## src/logic/mcd_pkg.sv

```systemverilog
/*
  Constants and types of the instruction decoder: opcode patterns, the
  decoded-operation carrier, the register map and the bus carriers.
  Assumes a single clock domain and 16-bit instruction words.
*/
package mcd_pkg;
  // ==========================================================
  // Register map (byte addresses)
  localparam int AXI_AW = 4;
  localparam logic [3:0] CTRL_OFS = 4'h0;
  localparam logic [3:0] STAT_OFS = 4'h4;
  localparam logic [3:0] ICNT_OFS = 4'h8;
  localparam int CTRL_HALT_BIT = 0;
  localparam logic HALT_RST = 1'h0;
  localparam logic [1:0] RESP_OKAY = 2'h0;
  localparam logic [1:0] RESP_SLVERR = 2'h2;
  // ==========================================================
  // Special register addresses in the access bank
  localparam logic [7:0] PORT_LO = 8'h80;
  localparam logic [7:0] PORT_HI = 8'h84;
  localparam logic [7:0] TIMER_ZERO_ADDR = 8'hc0;
  // ==========================================================
  // Opcode patterns
  localparam logic [3:0] NIB_LIT = 4'h0;
  localparam logic [3:0] NIB_TGL = 4'h7;
  localparam logic [3:0] NIB_BSET = 4'h8;
  localparam logic [3:0] NIB_BCLR = 4'h9;
  localparam logic [3:0] NIB_SKSET = 4'ha;
  localparam logic [3:0] NIB_SKCLR = 4'hb;
  localparam logic [3:0] NIB_REL = 4'hd;
  localparam logic [3:0] NIB_CTL = 4'he;
  localparam logic [3:0] NIB_OPND = 4'hf;
  localparam logic [6:0] CALL_HI = 7'h76;
  localparam logic [7:0] PTR_HI = 8'hee;
  localparam logic [7:0] JUMP_HI = 8'hef;
  localparam logic [3:0] LN_CTRL = 4'h0;
  localparam logic [3:0] LN_BANK = 4'h1;
  localparam logic [3:0] LN_SUB = 4'h8;
  localparam logic [3:0] LN_OR = 4'h9;
  localparam logic [3:0] LN_XOR = 4'ha;
  localparam logic [3:0] LN_AND = 4'hb;
  localparam logic [3:0] LN_RETL = 4'hc;
  localparam logic [3:0] LN_MUL = 4'hd;
  localparam logic [3:0] LN_MOVW = 4'he;
  localparam logic [3:0] LN_ADD = 4'hf;
  localparam logic [7:0] W_NOP = 8'h00;
  localparam logic [7:0] W_SLEEP = 8'h03;
  localparam logic [7:0] W_WDT = 8'h04;
  localparam logic [7:0] W_PUSH = 8'h05;
  localparam logic [7:0] W_POP = 8'h06;
  localparam logic [7:0] W_DAW = 8'h07;
  localparam logic [7:0] W_RST = 8'hff;
  localparam logic [5:0] W_PROGRAM_TABLE_READ_OP = 6'h02;
  localparam logic [5:0] W_PROGRAM_TABLE_WRITE_OP = 6'h03;
  localparam logic [6:0] W_IRET = 7'h08;
  localparam logic [6:0] W_SRET = 7'h09;
  // ==========================================================
  // Cycle counts
  localparam logic [1:0] CYC_ONE = 2'h1;
  localparam logic [1:0] CYC_TWO = 2'h2;
  // ==========================================================
  // Types
  typedef enum logic [4:0] {
    nop_op, bit_clear_op, bit_set_op, skip_if_bit_clear_op, skip_if_bit_set_op,
    bit_toggle_op, branch_cond_op, branch_always_op, relative_subroutine_op,
    absolute_call_op, absolute_jump_op, watchdog_clear_op, standby_op, pop_op,
    push_op, soft_reset_op, interrupt_return_op, subroutine_return_op,
    literal_return_op, decimal_adjust_op, add_immediate_op,
    subtract_from_immediate_op, and_immediate_op, or_immediate_op,
    xor_immediate_op, accumulator_load_op, multiply_immediate_op,
    bank_load_op, pointer_load_op, program_table_read_op, program_table_write_op
  } mcd_op_t;
  typedef enum {ST_EXEC, ST_SECOND, ST_FLUSH, ST_SKIP, ST_SKIP2, ST_TBL, ST_SLEEP} mcd_st_t;
  typedef struct packed {logic c, dc, z, ov, n;} mcd_flags_t;
  typedef struct packed {
    mcd_op_t op; logic [2:0] cond; logic [2:0] bit_pos; logic bank;
    logic [7:0] faddr; logic [7:0] lit; logic [11:0] ptr_lit; logic [1:0] ptr_sel;
    logic [1:0] tbl_mode; logic [19:0] target; logic fast; logic pc_change;
    logic skip; mcd_flags_t flags_upd; logic tp_upd; logic irq_reen;
    logic all_upd; logic [1:0] cycles;
  } mcd_dec_t;
  typedef struct packed {
    logic [AXI_AW-1:0] awaddr; logic awvalid; logic [31:0] wdata;
    logic [3:0] wstrb; logic wvalid; logic bready;
    logic [AXI_AW-1:0] araddr; logic arvalid; logic rready;
  } mcd_axi_req_t;
  typedef struct packed {
    logic awready; logic wready; logic [1:0] bresp; logic bvalid;
    logic arready; logic [31:0] rdata; logic [1:0] rresp; logic rvalid;
  } mcd_axi_rsp_t;
  typedef struct packed {
    logic [21:0] pad; logic halt; logic sleep; logic [2:0] st; mcd_op_t op;
  } mcd_stat_t;
endpackage

```

## src/logic/mcd_decoder.sv

```systemverilog
/*
  Instruction decoder and sequencer for the bit, control, literal and
  table groups, with an AXI4-Lite control/status slave.
  Assumes program memory presents one word per cycle with its word address,
  and the datapath supplies flags and the addressed register's data.
*/
// Added by the designer: the AXI4-Lite interface to the registers and the register offsets.
`timescale 1ns/10ps
`default_nettype none
// Operation
// - skip-if-clear test, one to three cycles
// - skip-if-set test, same timing
// - conditional branches, taken costs two cycles
// - branch always and relative call, two cycles
// - absolute call two words, fast save bit
// - absolute jump two words, two cycles
// - watchdog clear updates timeout and powerdown
// - standby updates timeout and powerdown flags
// - pop and push return stack, one cycle
// - software reset, one cycle, all status
// - interrupt return, two cycles, reenable interrupts
// - subroutine and literal return, two cycles
// - literal arithmetic and logic flag updates
// - accumulator load, multiply, flags kept
// - bank load writes low four bits
// - pointer load two words, twelve-bit literal
// - table read/write with pointer mode, two cycles
// - program counter change adds nop cycle, except for the two-word call and jump
// - lone operand word executes as nop
// - port targets read pin values
// - timer write clears assigned prescaler
module mcd_decoder import mcd_pkg::*; (
  input wire logic i_clk,
  input wire logic i_sys_rst,
  input wire logic [15:0] i_instr,
  input wire logic i_instr_valid,
  output logic o_fetch_ready,
  input wire logic [19:0] i_pc,
  input wire mcd_flags_t i_flags,
  input wire logic [7:0] i_latch_data,
  input wire logic [7:0] i_pin_data,
  input wire logic i_presc_on_timer,
  input wire logic i_wake,
  output mcd_dec_t o_dec,
  output logic o_dec_valid,
  output logic o_nop_cycle,
  output logic o_presc_clr,
  output logic [7:0] o_src_data,
  input wire mcd_axi_req_t i_axi,
  output mcd_axi_rsp_t o_axi
);
  // ==========================================================
  // State
  typedef struct packed {
    mcd_st_t st;
    mcd_dec_t dec;
    mcd_dec_t held;
    logic dvld;
    logic nop;
    logic pclr;
    logic [7:0] src;
    logic halt;
    logic [15:0] icnt;
    logic aw_got;
    logic w_got;
    logic [AXI_AW-1:0] awaddr;
    logic [31:0] wdata;
    logic [3:0] wstrb;
    logic bvalid;
    logic [1:0] bresp;
    logic rvalid;
    logic [31:0] rdata;
    logic [1:0] rresp;
  } mcd_state_t;

  mcd_state_t s_reg; // Registered state
  mcd_state_t s_next; // Next state
  logic take; // Word accepted this cycle
  logic acc_exec; // First word accepted
  logic [7:0] src_sel; // Source byte of a bit operation
  logic bit_val; // Selected bit of the source byte
  mcd_stat_t stat; // Status word

  // ==========================================================
  // Decoding helpers
  // Access-bank port register targeted
  function automatic logic port_hit(input logic [15:0] w);
    port_hit = !w[8] && w[7:0] >= PORT_LO && w[7:0] <= PORT_HI;
  endfunction

  // First word of a two-word instruction
  function automatic logic two_word(input logic [15:0] w);
    two_word = w[15:9] == CALL_HI || w[15:8] == JUMP_HI ||
               (w[15:8] == PTR_HI && w[7:6] == 2'h0);
  endfunction

  // Branch condition: zero, carry, overflow, negative; low bit inverts
  function automatic logic cond_true(input logic [2:0] cc, input mcd_flags_t f);
    logic v;
    case (cc[2:1])
      2'h0: v = f.z;
      2'h1: v = f.c;
      2'h2: v = f.ov;
      default: v = f.n;
    endcase
    cond_true = v ^ cc[0];
  endfunction

  // Register decode shared by read and write
  function automatic logic reg_hit(input logic [AXI_AW-1:0] a);
    reg_hit = a == CTRL_OFS || a == STAT_OFS || a == ICNT_OFS;
  endfunction

  // ==========================================================
  // Fetch handshake
  // Word taken unless stalled by table access, standby or halt
  assign o_fetch_ready = !s_reg.halt && s_reg.st != ST_TBL && s_reg.st != ST_SLEEP;
  assign take = i_instr_valid && o_fetch_ready;
  assign acc_exec = take && s_reg.st == ST_EXEC;
  assign src_sel = port_hit(i_instr) ? i_pin_data : i_latch_data;
  assign bit_val = src_sel[i_instr[11:9]];
  assign stat = '{pad: 22'h0, halt: s_reg.halt, sleep: s_reg.st == ST_SLEEP,
                  st: 3'(s_reg.st), op: s_reg.dec.op};

  // ==========================================================
  // Next-state logic
  always_comb begin
    mcd_dec_t d;
    logic [15:0] w;
    d = '0;
    w = i_instr;
    s_next = s_reg;
    s_next.dvld = 1'b0;
    s_next.nop = 1'b0;
    s_next.pclr = 1'b0;
    // Common field extraction
    d.op = nop_op;
    d.cycles = CYC_ONE;
    d.bit_pos = w[11:9];
    d.bank = w[8];
    d.faddr = w[7:0];
    d.lit = w[7:0];
    d.fast = w[0];
    d.cond = w[10:8];
    d.tbl_mode = w[1:0];
    d.ptr_sel = w[5:4];
    d.ptr_lit = {w[3:0], 8'h00};
    case (s_reg.st)
      // Decode a first word
      ST_EXEC: begin
        if (take) begin
          s_next.dvld = 1'b1;
          s_next.src = src_sel;
          case (w[15:12])
            NIB_BCLR: d.op = bit_clear_op;
            NIB_BSET: d.op = bit_set_op;
            NIB_TGL: d.op = bit_toggle_op;
            NIB_SKCLR, NIB_SKSET: begin
              d.op = w[12] ? skip_if_bit_clear_op : skip_if_bit_set_op;
              // Skip when tested bit matches
              if (bit_val != w[12]) begin
                d.skip = 1'b1;
                d.cycles = CYC_TWO;
                s_next.st = ST_SKIP;
              end
            end
            NIB_REL: begin
              d.op = w[11] ? relative_subroutine_op : branch_always_op;
              d.target = i_pc + 20'h1 + {{9{w[10]}}, w[10:0]};
              d.pc_change = 1'b1;
              d.cycles = CYC_TWO;
              s_next.st = ST_FLUSH;
            end
            NIB_CTL: begin
              if (!w[11]) begin
                d.op = branch_cond_op;
                d.target = i_pc + 20'h1 + {{12{w[7]}}, w[7:0]};
                // Taken branch adds a flush cycle
                if (cond_true(w[10:8], i_flags)) begin
                  d.pc_change = 1'b1;
                  d.cycles = CYC_TWO;
                  s_next.st = ST_FLUSH;
                end
              end else if (two_word(w)) begin
                // Hold first word until the operand arrives
                d.op = w[15:9] == CALL_HI ? absolute_call_op :
                       (w[8] ? absolute_jump_op : pointer_load_op);
                d.target = {12'h000, w[7:0]};
                // Call save bit sits just above the address byte
                d.fast = w[15:9] == CALL_HI && w[8];
                d.cycles = CYC_TWO;
                s_next.dvld = 1'b0;
                s_next.held = d;
                s_next.st = ST_SECOND;
              end
            end
            NIB_OPND: begin
              s_next.dvld = 1'b0;
              s_next.nop = 1'b1;
            end
            NIB_LIT: begin
              case (w[11:8])
                LN_ADD, LN_SUB: begin
                  d.op = w[10] ? add_immediate_op : subtract_from_immediate_op;
                  d.flags_upd = 5'h1f;
                end
                LN_AND: begin
                  d.op = and_immediate_op;
                  d.flags_upd = 5'h05;
                end
                LN_OR: begin
                  d.op = or_immediate_op;
                  d.flags_upd = 5'h05;
                end
                LN_XOR: begin
                  d.op = xor_immediate_op;
                  d.flags_upd = 5'h05;
                end
                LN_MOVW: d.op = accumulator_load_op;
                LN_MUL: d.op = multiply_immediate_op;
                LN_RETL: begin
                  d.op = literal_return_op;
                  d.pc_change = 1'b1;
                  d.cycles = CYC_TWO;
                  s_next.st = ST_FLUSH;
                end
                LN_BANK: begin
                  // Only the low nibble reaches the bank select
                  if (w[7:4] == 4'h0) begin
                    d.op = bank_load_op;
                    d.lit = {4'h0, w[3:0]};
                  end
                end
                LN_CTRL: begin
                  if (w[7:2] == W_PROGRAM_TABLE_READ_OP || w[7:2] == W_PROGRAM_TABLE_WRITE_OP) begin
                    d.op = w[2] ? program_table_write_op : program_table_read_op;
                    d.cycles = CYC_TWO;
                    s_next.st = ST_TBL;
                  end else if (w[7:1] == W_IRET || w[7:1] == W_SRET) begin
                    d.op = w[1] ? subroutine_return_op : interrupt_return_op;
                    d.irq_reen = !w[1];
                    d.pc_change = 1'b1;
                    d.cycles = CYC_TWO;
                    s_next.st = ST_FLUSH;
                  end else begin
                    case (w[7:0])
                      W_WDT: begin
                        d.op = watchdog_clear_op;
                        d.tp_upd = 1'b1;
                      end
                      W_SLEEP: begin
                        d.op = standby_op;
                        d.tp_upd = 1'b1;
                        s_next.st = ST_SLEEP;
                      end
                      W_POP: d.op = pop_op;
                      W_PUSH: d.op = push_op;
                      W_DAW: begin
                        d.op = decimal_adjust_op;
                        d.flags_upd = 5'h10;
                      end
                      W_RST: begin
                        d.op = soft_reset_op;
                        d.all_upd = 1'b1;
                        s_next.icnt = 16'h0;
                      end
                      W_NOP: d.op = nop_op;
                      default: d.op = nop_op;
                    endcase
                  end
                end
                default: d.op = nop_op;
              endcase
            end
            default: d.op = nop_op;
          endcase
          // Prescaler clear on bit write to timer
          if ((w[15:12] == NIB_BCLR || w[15:12] == NIB_BSET || w[15:12] == NIB_TGL) &&
              !w[8] && w[7:0] == TIMER_ZERO_ADDR && i_presc_on_timer) begin
            s_next.pclr = 1'b1;
          end
          if (s_next.dvld) begin
            s_next.dec = d;
          end
        end
      end
      // Operand word completes the held instruction
      ST_SECOND: begin
        if (take) begin
          d = s_reg.held;
          d.target = {w[11:0], s_reg.held.target[7:0]};
          d.ptr_lit = {s_reg.held.ptr_lit[11:8], w[7:0]};
          d.pc_change = s_reg.held.op != pointer_load_op;
          s_next.dec = d;
          s_next.dvld = 1'b1;
          s_next.st = ST_EXEC;
        end
      end
      // Prefetched word discarded
      ST_FLUSH: begin
        if (take) begin
          s_next.nop = 1'b1;
          s_next.st = ST_EXEC;
        end
      end
      // Skipped word; a two-word one costs a third cycle
      ST_SKIP: begin
        if (take) begin
          s_next.nop = 1'b1;
          s_next.st = two_word(w) ? ST_SKIP2 : ST_EXEC;
        end
      end
      ST_SKIP2: begin
        if (take) begin
          s_next.nop = 1'b1;
          s_next.st = ST_EXEC;
        end
      end
      // Table access second cycle
      ST_TBL: begin
        s_next.nop = 1'b1;
        s_next.st = ST_EXEC;
      end
      // Standby until woken
      ST_SLEEP: begin
        if (i_wake) begin
          s_next.st = ST_EXEC;
        end
      end
      default: s_next.st = ST_EXEC;
    endcase
    if (s_next.dvld) begin
      s_next.icnt = s_next.icnt + 16'h1;
    end
    // Bus write channels
    if (s_reg.bvalid && i_axi.bready) begin
      s_next.bvalid = 1'b0;
    end
    if (i_axi.awvalid && o_axi.awready) begin
      s_next.aw_got = 1'b1;
      s_next.awaddr = i_axi.awaddr;
    end
    if (i_axi.wvalid && o_axi.wready) begin
      s_next.w_got = 1'b1;
      s_next.wdata = i_axi.wdata;
      s_next.wstrb = i_axi.wstrb;
    end
    if (s_next.aw_got && s_next.w_got) begin
      s_next.aw_got = 1'b0;
      s_next.w_got = 1'b0;
      s_next.bvalid = 1'b1;
      s_next.bresp = reg_hit(s_next.awaddr) ? RESP_OKAY : RESP_SLVERR;
      if (s_next.awaddr == CTRL_OFS && s_next.wstrb[0]) begin
        s_next.halt = s_next.wdata[CTRL_HALT_BIT];
      end
    end
    // Bus read channel
    if (s_reg.rvalid && i_axi.rready) begin
      s_next.rvalid = 1'b0;
    end
    if (i_axi.arvalid && o_axi.arready) begin
      s_next.rvalid = 1'b1;
      s_next.rresp = reg_hit(i_axi.araddr) ? RESP_OKAY : RESP_SLVERR;
      case (i_axi.araddr)
        CTRL_OFS: s_next.rdata = {31'h0, s_reg.halt};
        STAT_OFS: s_next.rdata = stat;
        ICNT_OFS: s_next.rdata = {16'h0, s_reg.icnt};
        default: s_next.rdata = 32'h0;
      endcase
    end
  end

  // ==========================================================
  // State register
  always_ff @(posedge i_clk) begin
    if (i_sys_rst) begin
      s_reg <= '0;
    end else begin
      s_reg <= s_next;
    end
  end

  // ==========================================================
  // Outputs
  assign o_dec = s_reg.dec;
  assign o_dec_valid = s_reg.dvld;
  assign o_nop_cycle = s_reg.nop;
  assign o_presc_clr = s_reg.pclr;
  assign o_src_data = s_reg.src;
  assign o_axi.awready = !s_reg.aw_got && !s_reg.bvalid;
  assign o_axi.wready = !s_reg.w_got && !s_reg.bvalid;
  assign o_axi.bvalid = s_reg.bvalid;
  assign o_axi.bresp = s_reg.bresp;
  assign o_axi.arready = !s_reg.rvalid;
  assign o_axi.rvalid = s_reg.rvalid;
  assign o_axi.rdata = s_reg.rdata;
  assign o_axi.rresp = s_reg.rresp;
endmodule
`default_nettype wire

```

## config.mk

```make
export PLATFORM = sky130hd
export DESIGN_NAME = mcd_decoder
export DESIGN_NICKNAME = d
export VERILOG_FILES = /design/src/logic/mcd_pkg.sv /design/src/logic/mcd_decoder.sv
export SDC_FILE = /design/constraint.sdc
export NUM_CORES = 1
export LEC_CHECK = 0
export ABC_CLOCK_PERIOD_IN_PS = 2870
export BUFFER_PORTS_ARGS = -buffer_cell sky130_fd_sc_hd__buf_4
export CAP_MARGIN = 5
export CORE_MARGIN = 2
export CORE_UTILIZATION = 30
export CTS_CLUSTER_SIZE = 25
export DETAILED_ROUTE_END_ITERATION = 7
export HOLD_SLACK_MARGIN = 0.06
export PLACE_DENSITY = 0.52
export SYNTH_ARGS = -nofsm -noshare
export SYNTH_HDL_FRONTEND = slang
export SYNTH_SLANG_ARGS = --single-unit
```

## constraint.sdc

```tcl
create_clock -name i_clk -period 2.87 [get_ports i_clk]
set_clock_uncertainty 0.1 [all_clocks]
set_input_delay 0.1435 -clock i_clk [delete_from_list [all_inputs] [get_ports i_clk]]
set_output_delay 0.1435 -clock i_clk [all_outputs]
set_load 0.03 [all_outputs]
```

==> summary.txt, run 1 <==
Timing
  – Period minus WS final: 2.75 ns
  – Number of hold violations in the final report: 0
  – Maximum achievable frequency: 363 MHz
  – Headroom to the max-slew limit: 43.6%
  – Finish-stage setup viols: 0
  – Final period util: 96.0%
  – Max Transition Viols Final: 0
  – RSZ-0062 raised after global routing: true
  – Final worst-path setup slack: 0.115 ns
  – Accumulated negative setup slack: 0 ns
  – Actual transition at the worst max-transition pin: 0.845 ns

Outcome
  – Outcome: completed

Floorplanning
  – Area of the die: 33400 um2
  – Die outline width: 183 um
  – Number of rows created at floorplan: 65
  – Die Span Y: 183 um
  – CORE AREA: 31500 um2
  – Initial core utilization: 30.4%
  – I/O pin cnt: 241

Worst setup path
  – Critical Path Source Type: primary input
  – Reg2reg start: s_reg[263]
  – Worst EP required: 3.08 ns
  – Endpoint of the most critical setup path: o_dec[32]
  – Crit path kind: in2reg
  – Timing startpoint of the critical path: i_pc[2]
  – R2R cell count: 8
  – Data arrival time of the critical path: 2.96 ns
  – Critical path endpoint category: flop
  – Worst-path maximum fanout: 5
  – Worst reg2reg setup slack: 0.27 ns
  – Worst r2r dst: o_dec[4]

Placement
  – Post-placement cell count: 1819
  – Setup Slack @ Placement: -0.431 ns
  – Placer's final routability congestion estimate: 0.923
  – Final HPWL from detailed placement: 25400 um
  – I/O Buffers: 187
  – Placed cell area: 11400 um2

Logic synthesis
  – Summed instance area of the synthesized netlist: 9580 um2
  – Number of flops mapped to enable cells by yosys: 0
  – Share of async-settable or async-resettable flops after synthesis: 0%
  – Top post-synthesis cells by area: dfxtp_1, buf_4, a21oi_1
  – Register area share after synthesis: 28.2%
  – Area share of the leading cell type in the synthesized netlist: 28.2%
  – Dominant cell type by area after synthesis: dfxtp_1
  – Syn Inst Count: 1278
  – Register bit count reported by yosys: 135
  – Avg Cell Area, Syn: 7.50 um2
  – Leading register cell type out of synthesis: dfxtp_1
  – Number of library cell types mapped by synthesis: 74
  – Count of yosys warnings during synthesis: 0

Routing
  – DRC violations left: 0
  – Length of the first detailed-routing pass in iterations: 6
  – Via density per instance: 5.22
  – DR vias: 9878
  – WL/cell: 17.8 um
  – Count of routing violations after the opening detailed-route iteration: 805
  – Wirelength, routed: 33700 um
  – Post-detailed-route count of antenna-violating nets: 0

Final layout
  – Final-stage net count: 1621
  – Area taken by multi-input logic gates: 5830 um2
  – Fill cell instance count of the final layout: 3258
  – Area grow syn2layout: 31.4%
  – Final Instance Count excl. Fillers: 1891
  – Count of antenna diodes in the layout: 0
  – Seq. cell area: 2700 um2
  – Max FFs per register: 60
  – Most used cells in the layout excluding fill and tap cells: buf_4, nor2_1, nand2_1
  – Finished Cell Area: 12600 um2
  – Fraction of final layout cells with drive strength greater than 1: 26.9%
  – Commonest non-fill, non-tap cell in the layout: buf_4

Pwr
  – Overall power consumption: 6.07 mW
  – Total power density per cell area: 482 nW/um2
  – Maximum resistive drop on vdd: 0.323 mV
  – Pleak: 5.24 nW

Clock tree
  – CTS Sinks: 135
  – Clock root buffer: clkbuf_16
  – Buffer depth of the longest clock path: 2
  – Clock tree from TritonCTS: built
  – Reg clk slew, reported paths: 0.06 ns
  – H-tree depth: 4
  – Later-pin clock latency in the skew report: 0.42 ns
  – Clock buffer count from CTS: 17

GRT
  – Remaining global-route overflow: 0
  – Global-route wire length before repair: 52100 um
  – Number of antenna violations at the first check in global routing: 0
  – Largest net degree at the start of global routing: 77
  – Aggregate global-route resource usage: 19.8%
  – Vias in the first global route: 9397

Hold path
  – Tightest Hold Check Type: in2reg

Run
  – Count of max-cap constraint violations: 0
## critical path, cell delays in order
cell and delay (ns):
buf_4 0.08, and3_4 0.18, and2_4 0.13, nand2_1 0.07, or3_4 0.44, nor2_4 0.16, xor2_4 0.23, ha_4 0.25
and3_1 0.19, and2_4 0.18, a22oi_2 0.20, nand4b_1 0.17, a31oi_1 0.17, o21bai_1 0.09, xnor2_1 0.16, o211ai_1 0.10
## where the power goes
group / switching [mW] / leakage (nW) / total (mW) / internal, mW
clock: 0.904 / 0.308 / 2.42 / 1.52
combinational: 0.949 / 3.83 / 1.64 / 0.687
sequential: 0.0583 / 1.10 / 2.01 / 1.95
total: 1.91 / 5.24 / 6.07 / 4.16
## metrics by stage
| stage | util [%] | hold slack, ns |
|---|---|---|
| global route | 40.0 | 0.0640 |
| CTS | 39.4 | 0.0621 |
| global placement | 36.2 | 0.235 |
| detailed placement | 36.2 | 0.235 |
| floorplan | - | 0.143 |
| finish | 40.0 | 0.0510 |
## synthesized netlist by cell type (4+ instances only)
cell,count
xor2_1,21
clkbuf_1,60
a221oi_1,9
a32oi_1,4
a21oi_1,131
o22ai_1,7
nand4b_1,5
nand3_1,43
nand2_1,137
o211ai_1,7
and2_1,15
a21o_1,13
buf_2,12
o221ai_1,6
nor2b_1,13
nor3_1,30
nor4_1,7
dfxtp_1,135
a311oi_1,7
a31oi_1,11
ha_1,33
buf_4,124
a211oi_1,12
or4_1,4
xnor2_1,34
and3_1,16
a22oi_1,34
o21a_1,5
buf_1,5
or3_1,12
o21ai_0,51
inv_1,13
nand2b_1,7
nand4_1,18
nand3b_1,9
a22o_1,5
mux2i_1,16
nor2_1,147
## cell type report
type                            count  area share (%)
Clock inverter                     12            1.49
Multi-Input combinational cell    944            46.3
Timing Repair Buffer              365            22.7
Inverter                           13           0.388
Clock buffer                       20            3.63
Tap cell                          402            4.00
Sequential cell                   135            21.5
## metal layers
layer	global-route usage, %	routed length, um
met5	0	0
met4	5.87	755
met3	2.81	2000
met2	32.7	15700
met1	26.7	15300
## cells by family after synthesis
kind of cell,after synthesis,synth area share (%)
simple gates,474,23.2
compound gates,343,22.9
buf+inv,216,13.6
flops,135,28.2
xor+xnor,55,5.03
fa+ha+maj,34,4.52
mux,20,2.38
other cells,1,0.0391
## repair_timing
item	4_1_cts	5_1_grt
resized for setup	1	25
hold buffers	35	0
gates cloned	0	0
endpoints found under the hold margin	30	0
buffers inserted	0	5
setup endpoints to repair	1	12
pin swaps	0	16
## worst min-delay path by stage
| stage | end | startpoint | cells after the start |
|---|---|---|---|
| 2_1_floorplan | o_axi[0] | i_axi[0] | 1 |
| 3_3_place_gp | o_axi[0] | i_axi[0] | 2 |
| 3_5_place_dp | o_axi[0] | i_axi[0] | 2 |
| 4_1_cts | o_src_data[7] | i_pin_data[7] | 3 |
| 5_1_grt | o_src_data[6] | i_latch_data[6] | 3 |
| 6_report | o_src_data[7] | i_latch_data[7] | 3 |
(Power assumes the default switching activity.)
==> run 2: changes to the inputs <==
--- a/config.mk
+++ b/config.mk
@@ -13,5 +13,5 @@
 export CTS_CLUSTER_SIZE = 25
 export DETAILED_ROUTE_END_ITERATION = 7
-export HOLD_SLACK_MARGIN = 0.06
+export HOLD_SLACK_MARGIN = 0.08
 export PLACE_DENSITY = 0.52
 export SYNTH_ARGS = -nofsm -noshare
==> constraint.sdc (replaced) <==
create_clock -name i_clk -period 2.87 [get_ports i_clk]
set_clock_uncertainty 0.1 [all_clocks]
set_input_delay 0.574 -clock i_clk [delete_from_list [all_inputs] [get_ports i_clk]]
set_output_delay 0.574 -clock i_clk [all_outputs]
set_load 0.03 [all_outputs]
==> run 2 against run 1 <==
Net effect: the run now ends with setup timing left; power fell by 1.3%; critical path type unchanged; critical path depth did not move; combinational power rose by 9%; count of clock-buffer cells in the layout did not move.
==> summary.txt, run 2 (synthesis results as in run 1) <==
Placement
  – I/O Buffers: 187
  – Final HPWL from detailed placement: 26400 um
  – Placer's final routability congestion estimate: 0.926

Timing
  – Number of hold violations in the final report: 0
  – RSZ-0062 raised after global routing: true
  – Maximum achievable frequency: 323 MHz
  – Finish-stage setup viols: 9
  – Max Transition Viols Final: 0
  – Period minus WS final: 3.10 ns
  – Final worst-path setup slack: -0.230 ns
  – Final period util: 108%
  – Headroom to the max-slew limit: 44.1%
  – Actual transition at the worst max-transition pin: 0.836 ns
  – Worst Hold Slack: 0.229 ns

Final layout
  – Fraction of final layout cells with drive strength greater than 1: 34.7%
  – Most used cells in the layout excluding fill and tap cells: buf_4, nor2_1, nand2_1
  – Count of antenna diodes in the layout: 0
  – Area grow syn2layout: 37.4%
  – Final-stage net count: 1671
  – Max FFs per register: 60
  – Commonest non-fill, non-tap cell in the layout: buf_4

Floorplanning
  – CORE AREA: 31500 um2
  – Die Span Y: 183 um
  – I/O pin cnt: 241
  – Number of rows created at floorplan: 65
  – Die outline width: 183 um
  – Area of the die: 33400 um2
  – Initial core utilization: 30.4%

Pwr
  – Overall power consumption: 5.99 mW
  – Maximum resistive drop on vdd: 0.423 mV
  – Total power density per cell area: 455 nW/um2
  – Pleak: 5.54 nW

Routing
  – Length of the first detailed-routing pass in iterations: 5
  – WL/cell: 17.9 um
  – Via density per instance: 5.20
  – DR vias: 10100
  – DRC violations left: 0
  – Post-detailed-route count of antenna-violating nets: 0
  – Count of routing violations after the opening detailed-route iteration: 668
  – Wirelength, routed: 34700 um

Clock tree
  – Reg clk slew, reported paths: 0.07 ns
  – Clock root buffer: clkbuf_16
  – Later-pin clock latency in the skew report: 0.43 ns
  – Clock tree from TritonCTS: built
  – Buffer depth of the longest clock path: 2
  – H-tree depth: 4
  – Clock buffer count from CTS: 17
  – CTS Sinks: 135

Worst setup path
  – Data arrival time of the critical path: 3.32 ns
  – Worst r2r dst: s_reg[86]
  – Worst EP required: 3.09 ns
  – Worst-path maximum fanout: 4
  – Timing startpoint of the critical path: i_pc[3]
  – R2R cell count: 11
  – Critical Path Source Type: primary input
  – Endpoint of the most critical setup path: o_dec[28]
  – Reg2reg start: s_reg[262]
  – Crit path kind: in2reg
  – Worst reg2reg setup slack: 0.27 ns
  – Critical path endpoint category: flop

GRT
  – Remaining global-route overflow: 0
  – Global-route wire length before repair: 53600 um
  – Number of antenna violations at the first check in global routing: 0
  – Vias in the first global route: 9679
  – Aggregate global-route resource usage: 20.4%
  – Largest net degree at the start of global routing: 59

Outcome
  – Failing checks: setup timing
  – Outcome: finished, violations left

Hold path
  – Tightest Hold Check Type: in2reg

Run
  – Count of max-cap constraint violations: 0
-- run 2: what timing repair did --
action,in CTS,in global routing
setup endpoints to repair,12,13
cloned,0,0
gates resized for setup,40,40
hold buffers,0,0
buffers inserted,2,8
pin swaps,42,32
-- run 2: per-layer routing --
metal,routed length [um],up-vias,global-route usage [%]
met1,15800,4772,26.8
met4,782,0,6.06
met3,2010,56,3.09
met5,0,-,0
li1,-,4928,-
met2,16200,337,34.5
-- run 2: worst min path at each step --
stage	startpoint	endpoint	slack, ns	depth (start not counted)
floorplan	o_axi[13]	o_axi[13]	0.33	2
global placement	o_axi[16]	o_axi[16]	0.34	2
detailed placement	o_axi[16]	o_axi[16]	0.35	2
CTS	i_axi[0]	o_axi[0]	0.21	2
global route	i_axi[0]	o_axi[0]	0.24	2
finish	i_axi[0]	o_axi[0]	0.23	2
-- run 2: layout make-up --
type	instances	area [um2]
Clock buffer	20	457
Fill cell	3217	18300
Timing Repair Buffer	415	3180
Multi-Input combinational cell	944	6150
Clock inverter	12	118
Sequential cell	135	2700
Inverter	13	48.8
Tap cell	402	503
-- run 2: power by group --
group	leakage [nW]	internal (mW)	total, mW	switching (mW)
Combinational	4.18	0.782	1.79	1.01
Clock	0.264	1.25	2.18	0.934
Sequential	1.10	1.95	2.02	0.0612
Total	5.54	3.99	5.99	2.00
-- run 2: critical path, stage by stage --
cell and delay [ns]:
buf_6 0.07, and3_4 0.17, and2_4 0.15, nand2_4 0.04, or3_4 0.41, nor2_4 0.19, xor2_4 0.25, ha_4 0.25
and3_4 0.15, and2_4 0.16, a22oi_2 0.19, buf_4 0.15, a31oi_1 0.09, xor2_1 0.19, a22oi_1 0.18, a21oi_1 0.09
-- run 2: stage by stage --
stage | worst slack, ns | setup TNS (ns) | cell area, um2 | utilization [%] | instances
final | -0.230 | -1.58 | 13200 | 41.8 | 1941
after global routing | -0.352 | -2.77 | 13200 | 41.8 | 1941
after CTS | -0.176 | -1.23 | 12900 | 41.0 | 1934
after detailed placement | -0.829 | -9.99 | 12100 | 38.4 | 1901
after global placement | -0.774 | -9.33 | 12100 | 38.4 | 1901
after floorplan | -0.417 | -2.47 | 9740 | - | 1295
==> run 3: changes to the inputs <==
- CTS_CLUSTER_DIAMETER: unset -> 120
- RECOVER_POWER: unset -> 50
==> run 3 against run 2 <==
Net effect: the run ends with capacitance limit, slew limit, setup timing left; count of clock-buffer cells in the layout did not move; critical path depth did not move; power fell by 0.89%; non-clock buffer count did not move; wire length rose by 0.29%; via count fell by 0.11%; first-iteration DRC count rose by 4.9%; largest power group unchanged; critical endpoint unchanged; hold slack improved by 0.0024 ns; sequential power barely moved; setup slack improved by 0.0013 ns.
==> summary.txt, run 3 (synthesis results as in run 1) <==
Routing
  – Count of routing violations after the opening detailed-route iteration: 701
  – Post-detailed-route count of antenna-violating nets: 0
  – DRC violations left: 0
  – Wirelength, routed: 34800 um
  – WL/cell: 18.0 um
  – Via density per instance: 5.19
  – DR vias: 10100
  – Length of the first detailed-routing pass in iterations: 6

Pwr
  – Fraction of power consumed by sequential logic: 33.9%
  – Pleak: 5.16 nW
  – Maximum resistive drop on vdd: 0.419 mV
  – Total power density per cell area: 463 nW/um2
  – Cell internal power dissipation: 3.93 mW
  – Power spent charging and discharging nets: 2.00 mW
  – Switching portion of total power: 33.7%
  – Overall power consumption: 5.94 mW
  – Fraction of power consumed by the clock network: 36.8%
  – Logic pwr share: 29.3%

GRT
  – Largest net degree at the start of global routing: 59
  – Aggregate global-route resource usage: 20.4%
  – Vias in the first global route: 9679
  – Global-route wire length before repair: 53600 um
  – Number of antenna violations at the first check in global routing: 0
  – Remaining global-route overflow: 0

Floorplanning
  – Die Span Y: 183 um
  – CORE AREA: 31500 um2
  – Die outline width: 183 um
  – Number of rows created at floorplan: 65
  – Initial core utilization: 30.4%
  – Area of the die: 33400 um2
  – I/O pin cnt: 241

Clock tree
  – Reg clk slew, reported paths: 0.07 ns
  – H-tree depth: 4
  – Cts-stage hold buffer count: 0
  – Clock root buffer: clkbuf_16
  – Later-pin clock latency in the skew report: 0.43 ns
  – CTS Sinks: 135
  – Buffer depth of the longest clock path: 2
  – Clock buffer count from CTS: 17
  – Clock tree from TritonCTS: built

Final layout
  – Final Instance Count excl. Fillers: 1941
  – Commonest non-fill, non-tap cell in the layout: buf_4
  – Fill cell instance count of the final layout: 3319
  – Area grow syn2layout: 33.8%
  – Fraction of final layout cells with drive strength greater than 1: 28.7%
  – Seq. cell area: 2700 um2
  – Max FFs per register: 60
  – Area taken by multi-input logic gates: 6150 um2
  – Count of antenna diodes in the layout: 0
  – Finished Cell Area: 12800 um2
  – Final-stage net count: 1671
  – Most used cells in the layout excluding fill and tap cells: buf_4, nor2_1, nand2_1
  – Final cell utilization of the core: 40.7%

Worst setup path
  – Critical path's top delay family: simple AND/OR/NAND/NOR gates
  – Cells along the critical path: buf_6 -> and3_4 -> and2_4 -> nand2_4 -> or3_4 -> nor2_4 -> xor2_4 -> ha_4 -> and3_4 -> and2_4 -> a22oi_2 -> buf_4 -> a31oi_1 -> xor2_1 -> a22oi_1 -> a21oi_1
  – Worst-path maximum fanout: 4
  – CP max stage delay: 0.41 ns
  – Critical Path Source Type: primary input
  – Reg2reg start: s_reg[262]
  – Critical path endpoint category: flop
  – Timing startpoint of the critical path: i_pc[3]
  – Worst EP required: 3.09 ns
  – Slowest CP cell: or3_4
  – Data arrival time of the critical path: 3.32 ns
  – Number of buffer and inverter instances along the worst setup path: 2
  – Crit path kind: in2reg

Timing
  – Maximum achievable frequency: 323 MHz
  – Number of hold violations in the final report: 0
  – Worst Hold Slack: 0.232 ns
  – Period minus WS final: 3.10 ns
  – Max Transition Viols Final: 38
  – Final period util: 108%
  – Accumulated negative setup slack: -1.53 ns
  – Headroom to the max-slew limit: -16.8%
  – Finish-stage setup viols: 9
  – Actual transition at the worst max-transition pin: 1.75 ns
  – Final worst-path setup slack: -0.229 ns
  – RSZ-0062 raised after global routing: true

Placement
  – Setup Slack @ Placement: -0.829 ns
  – Placer's final routability congestion estimate: 0.926
  – Final HPWL from detailed placement: 26400 um
  – Placed cell area: 12100 um2
  – I/O Buffers: 187
  – Post-placement cell count: 1901

Outcome
  – Outcome: finished, violations left
  – Failing checks: capacitance limit, slew limit, setup timing

Hold path
  – Tightest Hold Check Type: in2reg
  – Min-Delay Startpoint: i_axi[0]

Run
  – Count of max-cap constraint violations: 1
-- run 3: cell count changes in the layout (fill, tap and decap cells not counted), sizes merged --
cell    change
buf        -93
clkbuf     +93
-- run 3: layout make-up --
cell class	instances	share of cell area, %
inverter	13	0.381
sequential	135	21.1
clock inverter	12	0.918
multi-input combinational	944	48.0
clock buffer	20	3.56
timing repair buffer	415	22.1
tap	402	3.92
-- run 3: power groups by stage --
stage | Combinational (mW) | Clock [mW] | Sequential, mW
after floorplan | 1.06 | 0 | 2.03
after global placement | 1.66 | 0 | 2.06
after detailed placement | 1.67 | 0 | 2.06
after CTS | 1.71 | 2.24 | 2.02
after global routing | 1.88 | 2.32 | 2.02
final | 1.74 | 2.18 | 2.01
-- run 3: layer usage --
layer	up-vias	track usage (%)	share of wire [%]
li1	4933	-	-
met1	4760	26.8	45
met2	341	34.5	47
met3	48	3.09	5.8
met4	0	6.06	2.0
met5	-	0	0
-- run 3: repair_timing --
item                       in CTS  in global routing
buffers inserted                2                  8
resized for setup              40                 40
pin swaps                      42                 32
gates cloned                    0                  0
hold endpoints to repair        0                  0
setup endpoints to repair      12                 13
-- run 3: worst register-to-register path: stages, from the launching register on --
cell and delay (ns):
dfxtp_2 0.37, nor3_1 0.35, nand2_1 0.15, nor2_1 0.20
nand3_1 0.20, and2_1 0.24, ha_1 0.23, nand2_1 0.08
or3b_1 0.24, buf_4 0.16, xnor2_1 0.11, nor2_1 0.05
-- run 3: final timing paths --
path | slack (ns) | end | cells past startpoint
worst max-delay path | -0.23 | o_dec[28] | 16
worst max register to register | 0.22 | s_reg[86] | 11
worst min register to register | 0.35 | o_axi[16] | 2
worst min-delay path | 0.23 | o_axi[0] | 2
